===== config.mk =====
export PLATFORM = sky130hd
export DESIGN_NAME = wdsc_top
export DESIGN_NICKNAME = d
export VERILOG_FILES = /design/src/rtl/wdsc_pkg.sv /design/src/rtl/wdsc_top.sv /design/src/rtl/wdsc_prescaler.sv /design/src/rtl/wdsc_strobe_gen.sv
export SDC_FILE = /design/constraint.sdc
export NUM_CORES = 1
export LEC_CHECK = 0
export CAP_MARGIN = 10
export CELL_PAD_IN_SITES_DETAIL_PLACEMENT = 1
export CELL_PAD_IN_SITES_GLOBAL_PLACEMENT = 1
export CORE_MARGIN = 1.5
export CORE_UTILIZATION = 43
export CTS_CLUSTER_SIZE = 14
export DETAILED_ROUTE_END_ITERATION = 6
export DONT_BUFFER_PORTS = 1
export PLACE_DENSITY_LB_ADDON = 0.1
export SLEW_MARGIN = 30
export SYNTH_ARGS = -nofsm -noshare
export SYNTH_HDL_FRONTEND = slang
export SYNTH_SLANG_ARGS = --single-unit

===== constraint.sdc =====
create_clock -name mclk -period 2.35 [get_ports mclk]
set_input_delay 0.3525 -clock mclk [delete_from_list [all_inputs] [get_ports mclk]]
set_output_delay 0.3525 -clock mclk [all_outputs]
set_load 0.01 [all_outputs]

===== src/rtl/wdsc_pkg.sv =====
// Package for the watchdog and system control block: offsets, fields, reset values, timing.
// Assumes an 8-bit register port at the printed special-register addresses.
package wdsc_pkg;
    localparam int          REG_AW            = 8;
    localparam int          REG_DW            = 8;
    localparam logic [7:0]  ADDR_DOG_CTRL     = 8'h9f;
    localparam logic [7:0]  ADDR_SYS_CTRL     = 8'hbf;
    localparam logic [7:0]  ADDR_IRQ_STATUS   = 8'hc0;
    localparam logic [7:0]  ADDR_IRQ_ENABLE   = 8'hc1;
    localparam logic [7:0]  ADDR_IRQ_CLEAR    = 8'hc2;
    localparam int          BIT_RUN_ENABLE    = 7;
    localparam int          BIT_RESTART       = 5;
    localparam int          DIV_LSB           = 0;
    localparam int          DIV_W             = 3;
    localparam int          BIT_CAUSE_FLAG    = 7;
    localparam int          BIT_STROBE_INHIB  = 0;
    localparam int          IRQ_W             = 2;
    localparam int          IRQ_BIT_RESTART   = 0;
    localparam int          IRQ_BIT_OVERFLOW  = 1;
    localparam int          DOG_W             = 16;
    localparam int          PRESCALE_BASE_LOG = 3;
    localparam int          PRESCALE_W        = 10;
    localparam int          STROBE_DIV        = 6;
    localparam logic [7:0]  DATA_ZERO         = 8'h00;
    localparam logic [2:0]  DIV_RESET         = 3'h0;
    localparam int          CLK_PERIOD_NS     = 20;
endpackage


===== src/rtl/wdsc_top.sv =====
// Watchdog counter with reset request, reset-cause flag and latch strobe inhibit.
// Assumes an 8-bit register port and that dog_reset_req is fed back as a device reset.
//
// The plain strobed port is this design's own decision.
`timescale 1ns/1ps

// Contract
// RQ1 - Sixteen-bit counter overflow requests device reset
// RQ2 - Run enable bit seven starts counting
// RQ3 - Any reset clears the run enable
// RQ4 - Software restarts before the timeout expires
// RQ5 - Restart bit five zeroes the counter
// RQ6 - Divider field picks eight to 1024
// RQ7 - Overflow reset sets the cause flag
// RQ8 - Software reads cause flag after reset
// RQ9 - Inhibit bit zero suppresses latch strobe
// RQ10 - Restart bit pulses, reads back zero
// RQ11 - Cause flag survives its reset, software clears
module wdsc_top #(
    parameter int CNT_W = wdsc_pkg::DOG_W
) (
    input  wire logic                         mclk,
    input  wire logic                         rst_n,
    input  wire logic                         ext_reset_n,
    input  wire logic [wdsc_pkg::REG_AW-1:0]  reg_addr,
    input  wire logic [wdsc_pkg::REG_DW-1:0]  reg_wdata,
    input  wire logic                         reg_wr,
    input  wire logic                         reg_rd,
    output logic      [wdsc_pkg::REG_DW-1:0]  reg_rdata,
    output logic                              dog_reset_req,
    output logic                              latch_strobe,
    output logic                              irq
);
    import wdsc_pkg::*;

    logic                 dog_run_enable_r;
    logic [DIV_W-1:0]     timebase_divider_select_r;
    logic                 latch_strobe_inhibit_r;
    logic                 dog_reset_cause_flag_r;
    logic [CNT_W-1:0]     watchdog_counter_r;
    logic                 dog_reset_req_r;
    logic [IRQ_W-1:0]     irq_status_r;
    logic [IRQ_W-1:0]     irq_enable_r;
    logic                 tick;
    logic                 overflow;
    logic                 dog_counter_restart;
    logic                 wr_dog;
    logic                 wr_sys;
    logic                 wr_ien;
    logic                 wr_iclr;
    logic                 any_reset_n;
    logic [IRQ_W-1:0]     irq_events;
    logic [REG_DW-1:0]    rdata_nxt;

    // Address match shared by all write decodes
    function automatic logic hit(input logic [REG_AW-1:0] a, input logic [REG_AW-1:0] target);
        return a == target;
    endfunction

    assign wr_dog  = reg_wr && hit(reg_addr, ADDR_DOG_CTRL);
    assign wr_sys  = reg_wr && hit(reg_addr, ADDR_SYS_CTRL);
    assign wr_ien  = reg_wr && hit(reg_addr, ADDR_IRQ_ENABLE);
    assign wr_iclr = reg_wr && hit(reg_addr, ADDR_IRQ_CLEAR);

    // Restart exists only as the write cycle itself, never stored
    assign dog_counter_restart = wr_dog && reg_wdata[BIT_RESTART]; // RQ10

    // Device reset seen by this block: bus reset, external pin, or our own request
    assign any_reset_n = rst_n && ext_reset_n && !dog_reset_req_r;

    // Control bits; a watchdog reset clears them just like the pin does
    always_ff @(posedge mclk) begin
        if (!any_reset_n) begin
            dog_run_enable_r          <= 1'b0; // RQ3
            timebase_divider_select_r <= DIV_RESET;
        end else if (wr_dog) begin
            dog_run_enable_r          <= reg_wdata[BIT_RUN_ENABLE]; // RQ2
            timebase_divider_select_r <= reg_wdata[DIV_LSB +: DIV_W]; // RQ6
        end
    end

    // Inhibit bit follows the device reset too
    always_ff @(posedge mclk) begin
        if (!any_reset_n) begin
            latch_strobe_inhibit_r <= 1'b0;
        end else if (wr_sys) begin
            latch_strobe_inhibit_r <= reg_wdata[BIT_STROBE_INHIB]; // RQ9
        end
    end

    wdsc_prescaler #(
        .W       (PRESCALE_W)
    ) u_pre (
        .mclk    (mclk),
        .rst_n   (any_reset_n),
        .run     (dog_run_enable_r),
        .restart (dog_counter_restart),
        .sel     (timebase_divider_select_r),
        .tick    (tick)
    );

    assign overflow = tick && (watchdog_counter_r == {CNT_W{1'b1}}); // RQ1

    // Counter; restart wins over a tick in the same cycle
    always_ff @(posedge mclk) begin
        if (!any_reset_n || dog_counter_restart) begin
            watchdog_counter_r <= '0; // RQ5
        end else if (tick) begin
            watchdog_counter_r <= CNT_W'(watchdog_counter_r + CNT_W'(1)); // RQ1
        end
    end

    // One-cycle reset request; held off by the pin so it cannot latch up
    always_ff @(posedge mclk) begin
        if (!rst_n || !ext_reset_n) begin
            dog_reset_req_r <= 1'b0;
        end else begin
            dog_reset_req_r <= overflow && dog_run_enable_r; // RQ1
        end
    end
    assign dog_reset_req = dog_reset_req_r;

    // Cause flag only sees bus reset; the watchdog reset must not wipe it.
    // Set wins over a software clear in the same cycle.
    always_ff @(posedge mclk) begin
        if (!rst_n) begin
            dog_reset_cause_flag_r <= 1'b0;
        end else if (dog_reset_req_r) begin
            dog_reset_cause_flag_r <= 1'b1; // RQ7 RQ11
        end else if (wr_sys && !reg_wdata[BIT_CAUSE_FLAG]) begin
            dog_reset_cause_flag_r <= 1'b0; // RQ11
        end
    end

    wdsc_strobe_gen #(
        .DIV     (STROBE_DIV)
    ) u_strobe (
        .mclk    (mclk),
        .rst_n   (rst_n),
        .inhibit (latch_strobe_inhibit_r),
        .strobe  (latch_strobe)
    );

    // Sticky events: restart seen and overflow reset issued; set beats clear
    assign irq_events = {dog_reset_req_r, dog_counter_restart};
    always_ff @(posedge mclk) begin
        if (!rst_n) begin
            irq_status_r <= '0;
        end else begin
            irq_status_r <= irq_events | (irq_status_r & ~(wr_iclr ? reg_wdata[IRQ_W-1:0] : '0));
        end
    end

    // Enable mask survives the watchdog reset so the event is not hidden
    always_ff @(posedge mclk) begin
        if (!rst_n) begin
            irq_enable_r <= '0;
        end else if (wr_ien) begin
            irq_enable_r <= reg_wdata[IRQ_W-1:0];
        end
    end
    assign irq = |(irq_status_r & irq_enable_r);

    // Read mux; restart bit and unused bits read zero, unmapped reads zero
    always_comb begin
        rdata_nxt = DATA_ZERO;
        unique case (reg_addr)
            ADDR_DOG_CTRL: begin
                rdata_nxt[BIT_RUN_ENABLE]      = dog_run_enable_r;
                rdata_nxt[DIV_LSB +: DIV_W]    = timebase_divider_select_r; // RQ10
            end
            ADDR_SYS_CTRL: begin
                rdata_nxt[BIT_CAUSE_FLAG]      = dog_reset_cause_flag_r;
                rdata_nxt[BIT_STROBE_INHIB]    = latch_strobe_inhibit_r;
            end
            ADDR_IRQ_STATUS: rdata_nxt[IRQ_W-1:0] = irq_status_r;
            ADDR_IRQ_ENABLE: rdata_nxt[IRQ_W-1:0] = irq_enable_r;
            default:         rdata_nxt = DATA_ZERO;
        endcase
    end

    // Read data valid only in the cycle after the strobe
    always_ff @(posedge mclk) begin
        if (!rst_n || !reg_rd) begin
            reg_rdata <= DATA_ZERO;
        end else begin
            reg_rdata <= rdata_nxt;
        end
    end
endmodule


===== src/rtl/wdsc_prescaler.sv =====
// Oscillator divider for the counter time base: one tick every 8 to 1024 clocks.
// Assumes a free-running mclk; restart clears the phase so timeouts start full.
`timescale 1ns/1ps
module wdsc_prescaler #(
    parameter int W = wdsc_pkg::PRESCALE_W
) (
    input  wire logic                      mclk,
    input  wire logic                      rst_n,
    input  wire logic                      run,
    input  wire logic                      restart,
    input  wire logic [wdsc_pkg::DIV_W-1:0] sel,
    output logic                           tick
);
    import wdsc_pkg::*;
    logic [W-1:0] pre_r;
    logic [W-1:0] limit;

    // Terminal count is 2^(sel+3)-1; the shift amount is one bit wider than sel so codes 5 to 7 do not wrap
    assign limit = W'((W'(1) << ((DIV_W + 1)'(sel) + (DIV_W + 1)'(PRESCALE_BASE_LOG))) - W'(1));
    // Compare is at-or-above, so lowering the divider mid-count cannot stretch one period to a full wrap
    assign tick  = run && (pre_r >= limit); // RQ6

    // Phase counter clears to zero when disabled so no stale tick survives
    always_ff @(posedge mclk) begin
        if (!rst_n || !run || restart || tick) begin
            pre_r <= '0;
        end else begin
            pre_r <= W'(pre_r + W'(1)); // RQ6
        end
    end
endmodule


===== src/rtl/wdsc_strobe_gen.sv =====
// Free-running latch strobe: one clock high out of every six, unless inhibited.
// Assumes mclk is the oscillator clock.
`timescale 1ns/1ps
module wdsc_strobe_gen #(
    parameter int DIV = wdsc_pkg::STROBE_DIV
) (
    input  wire logic mclk,
    input  wire logic rst_n,
    input  wire logic inhibit,
    output logic      strobe
);
    import wdsc_pkg::*;
    logic [2:0] ph_r;

    // Phase keeps running while inhibited, so reenabling keeps the cadence
    always_ff @(posedge mclk) begin
        if (!rst_n || ph_r == 3'(DIV - 1)) begin
            ph_r <= '0;
        end else begin
            ph_r <= ph_r + 3'h1;
        end
    end

    // Registered output avoids glitches on the pin
    always_ff @(posedge mclk) begin
        if (!rst_n) begin
            strobe <= 1'b0;
        end else begin
            strobe <= (ph_r == 3'(DIV - 1)) && !inhibit; // RQ9
        end
    end
endmodule


==> reports/summary.txt, run 1 <==
Status: completed
Initial antenna violation count: 0
Residual DRC: 0
Max Cap Violations: 0
Top cells by area, synth: dfxtp_1 (40%), ha_1 (7.2%), nor2_1 (5.0%)
Final count of negative-setup-slack endpoints: 0
Area of the core: 0.00507 mm²
First-pass GRT wire length: 7560 µm
Crit end category: flop
Worst endpoint required time: 2580 ps
H-tree depth: 2
Worst hold-check slack: 131 ps
Diodes inserted: 0
CP startpoint: timebase_divider_select_r[2]$_SDFFE_PN0P_
CTS tree: yes
Final period utilization: 0.920
CTS sink cnt: 45
Number of global-route vias before repair: 1661
Util after Layout: 0.479
Leak pwr: 0.832 nW
Reg2reg start: timebase_divider_select_r[2]$_SDFFE_PN0P_
WL/cell: 14.0 µm
Chip height: 75.5 µm
Synth Area in Simple Gates: 0.253
Post-CTS Setup Repair Bufs: 0
CP Launch Type: flop
Post-synthesis mux area share: 0.0499
Die W: 75.5 µm
TNS Setup: 0 ps
Sequential share of the synthesized area: 0.399
Post_cts resized: 0
Netlist Area Pre-Place: 0.00226 mm²
CTS buffer count: 5
Synth warn: 0
Synth Area in XOR/XNOR: 0.0349
Critical path class: reg -> reg
Share of cells above drive strength 1: 0.0934
Worst Path Max Fanout: 31
Starting density of the core: 0.445
PD cells: 537 mW/mm²
I/O pin count: 32
Netlist cell types: 46
Via count: 1765
Fill count: 606
Area delta synth->final: 7.65%
Worst-path clk slew: 80 ps
HPWL Detailed: 3470 µm
Largest net degree at the start of global routing: 32
Post-synthesis sequential element count: 45
CTS Hold Buffers Added: 0
GP Congestion: 0.736
Compound-Gate Fraction of Synth Area: 0.139
TritonRoute pass-1 iters: 4
Min Tclk post-route: 2160 ps
Hold violation count in the final report: 0
DIE AREA: 0.00569 mm²
Maximum vdd drop: 0.348 mV
Most common cell in the netlist: dfxtp_1
Final WL: 4560 µm
Rows: 26
Iter 0 DRT Violations: 65
Hold Path Class: in -> reg
Unrepaired setup endpoints after global routing: no
Cell taking the most area after synthesis: dfxtp_1
Top-area cell type share of the netlist area: 0.399
FMAX: 463 MHz
Clock Skews: 8.29 ps
Final Max Tran Viols: 0
Post-synth top flop: dfxtp_1
Worst hold start: reg_addr[5]
Average size of a mapped cell: 8.89 µm²
Pwr Total: 1.30 mW
Port Buffers: 0
Largest family of logic cells by synthesized area: simple AND/OR/NAND/NOR gates
Number of enable flip-flop cells after synthesis: 0
Clock Latency Late Sink: 300 ps
Number of nets in the layout: 290
Via density: 5.40
Antenna Nets Post-Route: 0
GRT Total Usage: 0.171
Top cells by count, synth: dfxtp_1 (45), nor2_1 (30), a21oi_1 (18)
Root buf cell: clkbuf_8
Final WS setup: 188 ps
GR Overflow Total: 0
Max Buffers Root-to-Sink: 2
Setup WS pre-CTS: 105 ps
Arrival time of the worst setup path: 2390 ps
Cell count after synthesis: 254
Synth Area in Adders: 0.0721
Post-synth ARST share: 0
==> layout make-up <==
class	instances	area, µm²	area share
clock inverters	2	13.8	0.00566
multi-input cells	190	1260	0.518
inverters	9	33.8	0.0139
clock buffers	6	82.6	0.0340
well taps	70	87.6	0.0360
repair buffers	5	50.0	0.0206
flip-flops and latches	45	905	0.372
==> cell usage in the layout (no fill, tap or decap), types with 3 or more instances in the layout <==
| master | n |
|---|---|
| a21oi_1 | 18 |
| nor3_1 | 3 |
| nor2_1 | 30 |
| o31ai_1 | 9 |
| o21ai_0 | 9 |
| nand2_1 | 14 |
| clkbuf_8 | 6 |
| nand4_1 | 3 |
| dfxtp_2 | 3 |
| xnor2_1 | 3 |
| conb_1 | 5 |
| nand3_1 | 15 |
| xor2_1 | 6 |
| dfxtp_1 | 42 |
| o21a_1 | 3 |
| a21boi_0 | 3 |
| nor2b_1 | 3 |
| nor4_1 | 4 |
| mux2i_1 | 9 |
| buf_4 | 4 |
| and3_1 | 3 |
| inv_1 | 9 |
| or4_1 | 8 |
| ha_1 | 13 |
| or3_1 | 5 |
==> per-layer routing <==
metal,GRT usage,vias to the layer above,share of wire
li1,-,910,-
met1,0.236,834,0.50
met2,0.271,16,0.47
met3,0.0370,5,0.024
met4,0.0456,0,0.0092
met5,0,-,0
==> flip-flops by register name, indices dropped and copies added (netlist names) <==
signal and cells:
dog_reset_req 1, u_strobe.ph_r 3, latch_strobe_inhibit_r 1, reg_rdata 4, u_pre.pre_r 10, irq_status_r 2, timebase_divider_select_r 3, watchdog_counter_r 16
u_strobe.strobe 1, irq_enable_r 2, dog_run_enable_r 1, dog_reset_cause_flag_r 1
==> critical path, cell delays in order (launching register included) <==
cell and delay (ps):
dfxtp_2 390, o21ai_0 110, ha_1 300, and4_1 210, or2_1 120, o221ai_2 120, buf_12 180, or4_1 520
a21oi_1 150
==> power by group <==
group,internal (mW),total (mW),switching [mW]
Sequential,0.766,0.769,0.00289
Combinational,0.0137,0.0321,0.0184
Clock,0.239,0.503,0.264
Total,1.02,1.30,0.285
==> worst paths after layout <==
kind	slack (ps)	end	depth (start not counted)
hold / removal	130	reg_rdata[2]$_SDFF_PP0_	1
setup / recovery	190	watchdog_counter_r[13]$_SDFFE_PP0P_	8
setup reg to reg	190	watchdog_counter_r[13]$_SDFFE_PP0P_	8
hold reg to reg	460	u_strobe.ph_r[0]$_SDFF_PP0_	1
==> logic make-up after synthesis <==
kind of cell / Yosys count
AO/OA/AOI/OAI: 49
other: 1
XOR/XNOR: 9
flip-flops: 45
multiplexers: 11
adder cells (fa/ha/maj): 13
AND/OR/NAND/NOR: 103
buffers and inverters: 23
==> stage by stage <==
step	cell area [µm²]	instances
2_1_floorplan	2270	258
3_3_place_gp	2330	319
3_5_place_dp	2330	319
4_1_cts	2430	327
5_1_grt	2430	327
6_report	2430	327
No activity file was read; power rests on OpenSTA's default activity.
==> run 2: changes to the inputs <==
- BUFFER_PORTS_ARGS: default -> -buffer_cell sky130_fd_sc_hd__buf_2
- CAP_MARGIN: 10 -> 20
- CORE_UTILIZATION: 43 -> 39
- DONT_BUFFER_PORTS: 1 -> default
==> run 2 against run 1 <==
- critical path depth unchanged
- count of clock-buffer cells in the layout fell by 1
- register-to-register slack hardly changed
- sequential power about the same
- clock power is 2% lower
- critical path type unchanged
- critical endpoint unchanged
- largest cell class unchanged
==> reports/summary.txt, run 2 (synthesis gave the netlist of run 1 again) <==
Via count: 1844
GRT Total Usage: 0.172
Port Buffers: 24
Clock Latency Late Sink: 300 ps
Root buf cell: clkbuf_8
Starting density of the core: 0.407
Unrepaired setup endpoints after global routing: no
DIE AREA: 0.00625 mm²
Number of nets in the layout: 315
GP Congestion: 0.769
Arrival time of the worst setup path: 2390 ps
Final Max Tran Viols: 0
Area of the core: 0.00554 mm²
Min Tclk post-route: 2150 ps
Slowest cell on crit path: or4_1
Most frequent cells in the layout: dfxtp_1 (42), nor2_1 (30), buf_2 (24), a21oi_1 (18), nand3_1 (15)
CP Launch Type: flop
Critical path class: reg -> reg
Critical Path, Cell by Cell: o21ai_0, ha_1, and4_1, or2_1, o221ai_2, buf_12, or4_1, a21oi_1
Leak pwr: 0.928 nW
Worst Path Max Fanout: 31
Worst path max stage delay: 500 ps
TNS Setup: 0 ps
WL/cell: 13.6 µm
CTS tree: yes
Leading registers by flop count: watchdog_counter_r x16, u_pre.pre_r x10, reg_rdata x4
GR Overflow Total: 0
Initial antenna violation count: 0
Worst-path clk slew: 90 ps
Maximum vdd drop: 0.281 mV
Hold violation count in the final report: 0
Share of cells above drive strength 1: 0.174
Status: completed
Max Cap Violations: 0
Clock Skews: 5.98 ps
Hold Path Class: in -> reg
Final count of negative-setup-slack endpoints: 0
HPWL Detailed: 3610 µm
Largest net degree at the start of global routing: 32
Via density: 5.21
Largest Register: watchdog_counter_r
Final WL: 4820 µm
Largest register FFs: 16
CTS buffer count: 5
FMAX: 465 MHz
Die W: 79.1 µm
Commonest non-fill, non-tap cell in the layout: dfxtp_1
Iter 0 DRT Violations: 36
Antenna Nets Post-Route: 0
Number of global-route vias before repair: 1866
Max Buffers Root-to-Sink: 2
TritonRoute pass-1 iters: 4
I/O pin count: 32
Pwr Total: 1.32 mW
Post-CTS Setup Repair Bufs: 0
Crit end category: flop
Diodes inserted: 0
First-pass GRT wire length: 8650 µm
Worst endpoint required time: 2590 ps
Rows: 27
Residual DRC: 0
CTS sink cnt: 45
Final period utilization: 0.915
Area delta synth->final: 13.4%
Chip height: 79.1 µm
PD cells: 516 mW/mm²
H-tree depth: 2
## run 2: changes by cell type in the layout (fill, tap and decap cells not counted)
cell,change
buf_2,+24
buf_4,+1
clkbuf_8,-1
clkinv_2,-1
clkinv_4,-1
clkinvlp_4,+3
dfxtp_2,-2
dfxtp_4,+2
## run 2: final timing paths
check,start,end,slack [ps],cells after the start
worst min register to register,u_strobe.ph_r[0]$_SDFF_PP0_,u_strobe.ph_r[0]$_SDFF_PP0_,470,1
worst max register to register,timebase_divider_select_r[0]$_SDFFE_PN0P_,watchdog_counter_r[13]$_SDFFE_PP0P_,200,8
worst min-delay path,reg_wdata[2],timebase_divider_select_r[2]$_SDFFE_PN0P_,300,3
worst max-delay path,timebase_divider_select_r[0]$_SDFFE_PN0P_,watchdog_counter_r[13]$_SDFFE_PP0P_,200,8
## run 2: power by group
part | switching, mW | internal (mW)
combinational | 0.0347 | 0.0238
sequential | 0.00306 | 0.764
clock | 0.286 | 0.209
total | 0.323 | 0.997
## run 2: timing repair
item / CTS / global route
resized for setup: 0 / 5
endpoints found under the setup margin: 0 / 13
hold buffers: 0 / 0
## run 2: stage by stage
stage	hold slack [ps]	setup slack [ps]	utilization	area (µm²)	std cells
2_1_floorplan	412	172	-	2270	258
3_3_place_gp	438	120	0.444	2460	346
3_5_place_dp	446	81.9	0.444	2460	346
4_1_cts	295	56.6	0.460	2550	354
5_1_grt	315	4.85	0.462	2560	354
6_report	301	201	0.462	2560	354
## run 2: layout make-up
cell class	instances	area (µm²)
clock buffers	5	68.8
clock inverters	3	22.5
fillers	659	2980
inverters	9	33.8
multi-input cells	190	1260
flip-flops and latches	45	910
well taps	72	90.1
repair buffers	30	178
## run 2: layer usage
metal / vias to the layer above / track usage / share of wire
met5: - / 0 / 0
met4: 0 / 0.0579 / 0.015
met3: 6 / 0.0333 / 0.028
met2: 18 / 0.267 / 0.46
met1: 862 / 0.239 / 0.50
li1: 958 / - / -
## run 2: critical path, delay by kind of cell (launching register included)
family / cells / cell delay, ps
compound gates: 3 / 380
fa+ha+maj: 1 / 300
buf+inv: 1 / 180
flops: 1 / 380
simple gates: 3 / 840
==> run 3: changes to the inputs <==
- CORE_UTILIZATION: 39 -> 25
==> run 3 against run 2 <==
- via count rose by 1.7%
- non-clock buffer count increased by 2
- utilization fell by 16 points
- critical endpoint is now watchdog_counter_r[9]$_SDFFE_PP0P_
- first-iteration DRC count is the same
- die area is 54% higher
- register-to-register slack worse by 60 ps
- clock skew rose by 1.3 ps
- highest routed layer unchanged
- critical path depth is the same
- largest power group unchanged
==> reports/summary.txt, run 3 (synthesis gave the netlist of run 1 again) <==
Status: completed
Max Cap Violations: 0
Worst hold-check slack: 299 ps
Worst Path Max Fanout: 31
DP Cell Count: 383
Reg2reg start: timebase_divider_select_r[1]$_SDFFE_PN0P_
CTS tree: yes
Hold Path Class: in -> reg
Reg-to-reg endpoint: watchdog_counter_r[9]$_SDFFE_PP0P_
Area delta synth->final: 15.5%
Rows: 34
Final WL: 5230 µm
FMAX: 453 MHz
Commonest non-fill, non-tap cell in the layout: dfxtp_1
Final period utilization: 0.939
Hold violation count in the final report: 0
I/O pin count: 32
Largest Register: watchdog_counter_r
HPWL Detailed: 3860 µm
Finished layout cell area: 0.00261 mm²
Non-filler cells, final: 392
GRT Total Usage: 0.111
Setup WS pre-CTS: 64.8 ps
Leak pwr: 0.948 nW
Via count: 1876
Largest net degree at the start of global routing: 32
Critical path class: reg -> reg
First-pass GRT wire length: 8800 µm
Residual DRC: 0
Via density: 4.79
TNS Setup: 0 ps
Antenna Nets Post-Route: 0
Starting density of the core: 0.259
Worst hold start: reg_wdata[2]
Worst endpoint required time: 2580 ps
Util after Layout: 0.299
Max Buffers Root-to-Sink: 2
CTS Hold Buffers Added: 0
Crit end category: flop
Number of global-route vias before repair: 1816
Worst-path clk slew: 80 ps
Share of cells above drive strength 1: 0.176
Diodes inserted: 0
Most frequent cells in the layout: dfxtp_1 (42), nor2_1 (30), buf_2 (24), a21oi_1 (18), nand3_1 (15)
Area of the core: 0.00872 mm²
Min Tclk post-route: 2210 ps
H-tree depth: 2
Hold Path Stages: 3
TritonRoute pass-1 iters: 4
Die W: 98.0 µm
Maximum vdd drop: 0.188 mV
Clock Latency Late Sink: 300 ps
Clock Skews: 7.28 ps
PD cells: 501 mW/mm²
Port Buffers: 24
Pwr Total: 1.31 mW
R2R setup slack: 140 ps
Hold Path Sink: timebase_divider_select_r[2]$_SDFFE_PN0P_
Final Max Tran Viols: 0
Chip height: 98.0 µm
CTS sink cnt: 45
CTS buffer count: 5
Initial antenna violation count: 0
Worst r2r path cells: 8
GR Overflow Total: 0
WL/cell: 13.3 µm
Post-place instance area: 0.00251 mm²
CP Launch Type: flop
Arrival time of the worst setup path: 2430 ps
Largest register FFs: 16
Final count of negative-setup-slack endpoints: 0
DIE AREA: 0.00961 mm²
Number of nets in the layout: 317
Iter 0 DRT Violations: 36
Root buf cell: clkbuf_8
GP Congestion: 0.718
Final WS setup: 142 ps
Leading registers by flop count: watchdog_counter_r x16, u_pre.pre_r x10, reg_rdata x4
run 3: cell count changes in the layout (fill, tap and decap cells not counted), sizes merged:
cell | before | now
clkbuf | 5 | 6
clkinvlp | 3 | 0
clkinv | 0 | 2
buf | 30 | 32
run 3: how the worst max path moves through the flow:
stage	startpoint	slack [ps]	endpoint
floorplan	timebase_divider_select_r[2]$_SDFFE_PN0P_	170	watchdog_counter_r[1]$_SDFFE_PP0P_
global placement	timebase_divider_select_r[1]$_SDFFE_PN0P_	90	watchdog_counter_r[11]$_SDFFE_PP0P_
detailed placement	timebase_divider_select_r[1]$_SDFFE_PN0P_	60	watchdog_counter_r[9]$_SDFFE_PP0P_
CTS	timebase_divider_select_r[1]$_SDFFE_PN0P_	20	watchdog_counter_r[9]$_SDFFE_PP0P_
global route	timebase_divider_select_r[1]$_SDFFE_PN0P_	-20	watchdog_counter_r[13]$_SDFFE_PP0P_
finish	timebase_divider_select_r[1]$_SDFFE_PN0P_	140	watchdog_counter_r[9]$_SDFFE_PP0P_
run 3: timing repair:
action,4_1_cts,5_1_grt
buffers inserted,0,1
setup endpoints to repair,0,8
gates resized for setup,0,3
hold endpoints to repair,0,0
run 3: worst max-delay path, cell delays in order, from the launching register on:
cell and delay, ps:
dfxtp_2 420, o21ai_0 100, ha_1 300, and4_1 220, or2_1 130, o221ai_2 120
buf_12 180, or4_1 500, a21oi_1 150
run 3: power breakdown:
part           internal (mW)  leakage, nW  total (mW)  switching (mW)
clock network          0.207       0.0450       0.478           0.271
logic                 0.0248        0.538      0.0594          0.0346
registers              0.766        0.364       0.769         0.00294
total                  0.998        0.948        1.31           0.309
run 3: layout make-up:
class	instances	area [µm²]
fill	1049	6110
multi-input combinational	190	1260
sequential	45	905
timing repair buffer	32	193
tap	108	135
clock buffer	6	72.6
inverter	9	33.8
clock inverter	2	10.0
run 3: layer usage:
metal | track usage | wire length (µm) | part of all wire | vias up
met5 | 0 | 0 | 0 | -
met3 | 0.0279 | 122 | 0.023 | 4
met2 | 0.182 | 2410 | 0.46 | 12
met1 | 0.145 | 2640 | 0.51 | 900
li1 | - | - | - | 960
met4 | 0.0297 | 51 | 0.0098 | 0
